===== config.mk =====
export PLATFORM = sky130hd
export DESIGN_NAME = iit_top
export DESIGN_NICKNAME = d
export VERILOG_FILES = /design/src/rtl/iit_pkg.sv /design/src/rtl/iit_top.sv
export SDC_FILE = /design/constraint.sdc
export NUM_CORES = 1
export LEC_CHECK = 0
export ABC_AREA = 1
export ABC_CLOCK_PERIOD_IN_PS = 1600
export BUFFER_PORTS_ARGS = -buffer_cell sky130_fd_sc_hd__buf_2
export CAP_MARGIN = 20
export CORE_MARGIN = 2
export CORE_UTILIZATION = 50
export DETAILED_ROUTE_END_ITERATION = 12
export GPL_TIMING_DRIVEN = 0
export PLACE_DENSITY = 0.81
export SYNTH_ARGS = -nofsm -noshare
export SYNTH_HDL_FRONTEND = slang
export SYNTH_SLANG_ARGS = --single-unit
export TNS_END_PERCENT = 1

===== constraint.sdc =====
create_clock -name MCLK -period 1.6 [get_ports MCLK]
set_clock_uncertainty 0.05 [all_clocks]
set_input_delay 0.24 -clock MCLK [delete_from_list [all_inputs] [get_ports MCLK]]
set_output_delay 0.24 -clock MCLK [all_outputs]
set_load 0.01 [all_outputs]

===== src/rtl/iit_pkg.sv =====
// How it works
// RULE_01 - After an interrupt condition is sensed, at least three clock periods and two parcel issues pass before the interrupt is raised.
// RULE_02 - During the first three clock periods after sensing, parcels keep issuing whenever no hold-issue condition is present.
// RULE_03 - At the end of those three periods the next-parcel register is inspected, and a two-parcel instruction there means three parcel issues before the interrupt.
// RULE_04 - A one-parcel instruction in the next-parcel register means only two parcel issues before the interrupt.
// RULE_05 - No interrupt is ever raised while the CPU is in monitor mode.
// RULE_06 - A floating-point range error raises an interrupt only with the floating-point mode flag set and monitor mode off.
// RULE_07 - The disable-floating-interrupt instruction clears the floating-point mode flag.
// RULE_08 - The enable-floating-interrupt instruction sets the floating-point mode flag.
// RULE_09 - Privileged monitor instructions are allowed to execute only in monitor mode.
// RULE_10 - All timing runs from one synchronous clock whose period is 12.5 ns.
// RULE_11 - During deadstart the external controller loads a program with an exchange package at address zero.
// RULE_12 - After loading, the controller sends a start signal and the CPU then begins executing the program.
// RULE_13 - A two-parcel instruction takes two clock periods to issue.
// RULE_14 - A sensed interrupt condition stays pending until the interrupt is raised or monitor mode releases it.
package iit_pkg;

	localparam int SENSE_WAIT_CP  = 3;
	localparam int ISSUE_LONG_N   = 3;
	localparam int ISSUE_SHORT_N  = 2;
	localparam int TWO_PARCEL_CP  = 2;
	localparam int CLK_PERIOD_PS  = 12500;
	localparam logic [2:0] CNT_ZERO = 3'h0;

	typedef enum logic [2:0] {
		IIT_IDLE,
		IIT_LOAD,
		IIT_WAIT,
		IIT_COUNT
	} iit_state_e;

	// Decoded view of the instruction sitting in the next-parcel register.
	typedef struct packed {
		logic valid;
		logic two_parcel;
		logic efi;
		logic dfi;
		logic privileged;
	} iit_parcel_s;

endpackage : iit_pkg


===== src/rtl/iit_top.sv =====
`timescale 1ns/1ns
module iit_top
	import iit_pkg::*;
#(
	parameter int WAIT_CP = SENSE_WAIT_CP
) (
	// Clock and reset.
	input  wire logic        MCLK,
	input  wire logic        RST_B,
	// Deadstart handshake with the external controller.
	input  wire logic        DS_START,
	// Instruction stream.
	input  wire iit_parcel_s NEXT_PARCEL,
	input  wire logic        HOLD_ISSUE,
	input  wire logic        MONITOR_MODE,
	// Event sources.
	input  wire logic        INT_COND,
	input  wire logic        FP_RANGE_ERR,
	// Results.
	output logic             RUNNING,
	output logic             PARCEL_ISSUE,
	output logic             INSTR_EXEC,
	output logic             PRIV_VIOLATION,
	output logic             FP_MODE,
	output logic             INT_PEND,
	output logic             INTERRUPT
);

	// The wait counter is three bits wide, so longer waits cannot be served.
	if (WAIT_CP < 1 || WAIT_CP > 7) begin : g_bad_wait_cp
		$error("WAIT_CP out of range");
	end

	////////////////////////////////////////////////////////////////////////////////
	logic       run_q;
	logic       half_q;
	logic       issue_now;
	logic       exec_now;
	logic       fp_q;
	logic       pend_q;
	logic       int_q;
	iit_state_e st_q;
	logic [2:0] cp_q;
	logic [2:0] left_q;
	logic       sense;

	// Deadstart: nothing issues until the controller says the program is loaded.
	always_ff @(posedge MCLK or negedge RST_B) begin // RULE_10
		if (!RST_B) begin
			run_q <= 1'b0;
		end else if (DS_START) begin
			run_q <= 1'b1; // RULE_12
		end
	end

	// A two-parcel instruction spends a first clock on its leading parcel.
	assign issue_now = run_q && NEXT_PARCEL.valid && !HOLD_ISSUE && !int_q; // RULE_02
	assign exec_now  = issue_now && (!NEXT_PARCEL.two_parcel || half_q); // RULE_13

	always_ff @(posedge MCLK or negedge RST_B) begin
		if (!RST_B) begin
			half_q <= 1'b0;
		end else if (issue_now && NEXT_PARCEL.two_parcel) begin
			half_q <= !half_q; // RULE_13
		end
	end

	// Privileged opcodes outside monitor mode are refused, not executed.
	always_ff @(posedge MCLK or negedge RST_B) begin
		if (!RST_B) begin
			INSTR_EXEC     <= 1'b0;
			PRIV_VIOLATION <= 1'b0;
		end else begin
			INSTR_EXEC     <= exec_now && (!NEXT_PARCEL.privileged || MONITOR_MODE); // RULE_09
			PRIV_VIOLATION <= exec_now && NEXT_PARCEL.privileged && !MONITOR_MODE; // RULE_09
		end
	end

	always_ff @(posedge MCLK or negedge RST_B) begin
		if (!RST_B) begin
			fp_q <= 1'b1;
		end else if (exec_now && NEXT_PARCEL.dfi) begin
			fp_q <= 1'b0; // RULE_07
		end else if (exec_now && NEXT_PARCEL.efi) begin
			fp_q <= 1'b1; // RULE_08
		end
	end

	////////////////////////////////////////////////////////////////////////////////
	// Monitor mode masks sensing entirely, so a condition never lingers into user code.
	assign sense = !MONITOR_MODE && (INT_COND || (FP_RANGE_ERR && fp_q)); // RULE_05 RULE_06

	always_ff @(posedge MCLK or negedge RST_B) begin
		if (!RST_B) begin
			pend_q <= 1'b0;
		end else if (sense) begin
			// A condition sensed in the interrupt cycle opens a new round, so the set wins.
			pend_q <= 1'b1; // RULE_14
		end else if (MONITOR_MODE || int_q) begin
			pend_q <= 1'b0; // RULE_14
		end
	end

	always_ff @(posedge MCLK or negedge RST_B) begin
		if (!RST_B) begin
			st_q   <= IIT_IDLE;
			cp_q   <= CNT_ZERO;
			left_q <= CNT_ZERO;
			int_q  <= 1'b0;
		end else begin
			int_q <= 1'b0;
			case (st_q)
				IIT_IDLE: begin
					if (sense) begin
						st_q <= IIT_WAIT;
						cp_q <= 3'(WAIT_CP - 1); // RULE_01
					end
				end
				IIT_WAIT: begin
					if (MONITOR_MODE) begin
						st_q <= IIT_IDLE;
					end else if (cp_q == CNT_ZERO) begin
						st_q <= IIT_COUNT;
						if (NEXT_PARCEL.two_parcel) begin
							left_q <= 3'(ISSUE_LONG_N); // RULE_03
						end else begin
							left_q <= 3'(ISSUE_SHORT_N); // RULE_04
						end
					end else begin
						cp_q <= cp_q - 3'h1;
					end
				end
				IIT_COUNT: begin
					if (MONITOR_MODE) begin
						st_q <= IIT_IDLE; // RULE_05
					end else if (issue_now && left_q == 3'h1) begin
						st_q  <= IIT_IDLE;
						int_q <= 1'b1; // RULE_01
					end else if (issue_now) begin
						left_q <= left_q - 3'h1;
					end
				end
				default: begin
					st_q <= IIT_IDLE;
				end
			endcase
		end
	end

	always_ff @(posedge MCLK or negedge RST_B) begin
		if (!RST_B) begin
			RUNNING      <= 1'b0;
			PARCEL_ISSUE <= 1'b0;
			FP_MODE      <= 1'b1;
			INT_PEND     <= 1'b0;
			INTERRUPT    <= 1'b0;
		end else begin
			RUNNING      <= run_q;
			PARCEL_ISSUE <= issue_now;
			FP_MODE      <= fp_q;
			INT_PEND     <= pend_q;
			INTERRUPT    <= int_q && !MONITOR_MODE; // RULE_05
		end
	end
endmodule : iit_top


==> results by stage <==
Floorplanning:
- The effective utilization at floorplan is 54.2%.
- The full die area is 0.00228 mm2.
- The floorplan has 15 rows.
- The die span in y is 47.7 um.
- For this design the top-level I/O count stands at 19.
- The placeable core region is 0.00176 mm2.
- In this run the horizontal extent of the chip is 47.7 um.

STA:
- Headroom to the max-slew limit came out at 72.6%.
- The aggregate negative setup slack is 0 ps.
- Setup slack on the critical path of the routed design comes to 285 ps.
- The worst path uses 82.2% of the clock period.
- The final hold violation count is 0.
- For the pin with the worst max-slew slack, the measured transition is 411 ps.
- The minimum clock period is 1310 ps.
- Setup violations remaining at the end of the flow were counted as 0.
- Static timing analysis puts the maximum clock frequency at 0.761 GHz.
- The max-slew violation count is 0.
- Setup repair after global routing left no endpoint under its margin.
- The worst-case hold slack is 76.7 ps.

Setup path:
- The count of buffer and inverter cells on the critical path is 1.
- The signal on the critical path passes through inv_1 -> ha_1 -> nand2_2 -> a21oi_4 -> nand3_2 -> nand2_1 -> nand2_1.
- The largest fanout of any net on the critical path is 4.
- For this run, the slowest stage of the critical path takes 380 ps.
- The category of the critical setup timing path is register to register.
- The worst path required time is 1750 ps.
- STA classifies the critical path startpoint as a register.
- The slowest stage of the critical path belongs to the cell dfrtp_1.
- The arrival time reported for the critical path endpoint is 1460 ps.
- The kind of cell adding the most delay to the critical path is flip-flops.
- The critical path endpoint category is a register.
- In this design, the critical path's most frequently occurring cell is nand2_1.

Pwr:
- Across the VDD grid, the largest voltage drop is 0.617 mV.
- The total power is 1.39 mW.
- For this design the static power due to leakage is 0.604 nW.
- The ratio of total power to cell area is 1250 mW/mm2.

Yosys:
- The synthesized netlist cell count is 112.
- The number of synthesized flops with an enable pin is 0.
- After synthesis, the cell types taking the most area are dfrtp_1 47%, nand2_1 13%, inv_1 5.9%, dfstp_2 5.5%, ha_1 5.2%.
- Synthesis inferred 20 register bits.
- The predominant post-synthesis flop cell is dfrtp_1.
- The netlist area before placement is 956 um2.
- The netlist uses 21 different library cells.
- The share of synthesized registers carrying an async set or reset is 100%.
- In the post-synthesis netlist, the cell with the most instances is nand2_1.
- The total nets after synthesis is 128.
- After synthesis, the largest area contributor takes up 47.1% of total cell area.
- The Yosys warning count is 0.
- The sequential fraction of the synthesis area is 52.6%.
- Summed over all instances, the cell type with the most area after synthesis is dfrtp_1.
- The post-synthesis average cell area is 8.53 um2.
- Sorting the synthesized cells by how often they occur yields 32 x nand2_1, 18 x dfrtp_1, 15 x inv_1.

Placement:
- The placement-stage cell area is 0.00108 mm2.
- The count of input and output buffers is 18.
- The global placer's final weighted congestion is 0.755.
- The number of cells after detailed placement is 155.
- After legalization and detailed placement, the total HPWL measured 1320 um.
- Before CTS, the worst setup slack after placement is 298 ps.

Detailed routing:
- The average detailed-routed wire length per instance is 11.3 um.
- The starting DRC count in detailed routing is 16.
- The vias after detailed routing is 794.
- The post-detailed-route count of antenna-violating nets is 0.
- The final wirelength is 1800 um.
- The first TritonRoute pass finished after 4 iterations.
- After detailed routing, the number of remaining DRC violations is 0.
- After detailed routing, the number of vias per cell comes to 4.99.

Cells and area:
- Cells fill 62.9% of the core in the end.
- The multi-input combinational cells in the finished layout cover a total of 377 um2.
- Relative to the synthesized area, the layout overhead comes to 16.1%.
- The post-route netlist has 26.9% of its cells at a drive strength greater than 1.
- The number of antenna diodes in the final layout is 0.
- The finished layout holds 159 standard cells, fillers aside.
- With fillers left out, the area of the finished cells amounts to 0.00111 mm2.
- The layout has 172 filler cells.
- In the final layout, flip-flops and latches occupy 503 um2.
- The post-layout net count is 152.

Global routing:
- The first global-routing pass estimated 2750 um of wire.
- The number of antenna violations at the first check in global routing is 0.
- The number of global-route vias before repair is 709.
- For this run the aggregate overflow at the end of global routing stands at 0.
- The pin count of the biggest net entering global routing is 21.
- Across every metal layer, demand over resource in global routing totals 18.0%.

Clock tree:
- In this run, CTS created clock tree buffers numbering 3.
- The clock tree from TritonCTS is built.
- The maximum number of buffers from clock root to sink is 2.
- The clock drives 20 sinks.
- The clock reaches the later pin of the worst-skew pair after 300 ps.
- In this run the number of H-tree levels came out at 1.
- The post-cts resize count is 0.
- The CTS root buffer is clkbuf_4.
- The clock transition time at the flip-flop clock pins of the worst setup and hold paths is 100 ps.

Run:
- The max-cap check violation count is 0.

Min path:
- The tightest min-delay check is of the input port to register type.

Outcome:
- The flow ran to the end, and the final reports show no timing, DRC or antenna violations.
==> kinds of logic (layout without fill, tap and decap cells) <==
logic type	Yosys count	after routing	share of synthesized area [%]
DFF	20	20	52.6
AOI/OAI and AO/OA	8	8	5.89
and+or+nand+nor	59	59	27.4
xor gates and xnor gates	1	1	0.916
adders and majority gates	4	4	5.24
buffers and inverters	20	42	7.98
==> routing by layer <==
layer / up-vias / GRT usage [%] / share of wire [%] / wire (um)
met5: - / 0 / 0 / 0
met4: 0 / 9.73 / 2.2 / 39
met3: 5 / 3.40 / 6.4 / 114
met2: 32 / 32.8 / 50 / 895
met1: 366 / 19.4 / 42 / 745
li1: 391 / - / - / -
==> registers in the layout, indices dropped and copies added, names as in the netlist <==
| register | cells |
|---|---|
| RUNNING | 1 |
| cp_q | 3 |
| left_q | 3 |
| PARCEL_ISSUE | 1 |
| pend_q | 1 |
| half_q | 1 |
| INTERRUPT | 1 |
| fp_q | 1 |
| FP_MODE | 1 |
| int_q | 1 |
| INSTR_EXEC | 1 |
| INT_PEND | 1 |
| run_q | 1 |
| st_q | 2 |
| PRIV_VIOLATION | 1 |
==> final cells by class <==
class                      instances  area share (%)
timing repair buffer              19            9.02
inverter                          20            6.88
clock buffer                       3            2.03
multi-input combinational         72            33.9
tap                               25            2.82
sequential                        20            45.3
==> layout by cell type, fill, tap and decap left out, drive strengths merged, types with 3 or more instances in the layout <==
master  instances
buf            18
nand4           5
nand3           5
inv            19
nor2           12
nand2          35
a21oi           3
clkbuf          3
ha              4
dfrtp          18
==> worst paths after layout <==
kind                            startpoint        end  slack [ps]  cells after the start
max in group asynchronous            RST_B       fp_q         830                      2
worst min-delay path              DS_START      run_q          80                      2
worst max-delay path               cp_q[0]  left_q[0]         290                      7
worst min register to register        fp_q    FP_MODE         330                      0
min in group asynchronous            RST_B     half_q         340                      2
worst max register to register     cp_q[0]  left_q[0]         290                      7
==> power by group <==
group | leakage (nW) | switching, mW | total, mW | internal, mW
registers | 0.243 | 0.0622 | 0.672 | 0.610
clock network | 0.0138 | 0.140 | 0.227 | 0.0878
logic | 0.348 | 0.309 | 0.486 | 0.176
total | 0.604 | 0.511 | 1.39 | 0.875
==> what timing repair did <==
item	4_1_cts	5_1_grt
setup endpoints to repair	0	0
hold endpoints to repair	18	0
buffers inserted	0	0
hold buffers	1	0
Note: power is estimated with default switching activity, not from simulation.
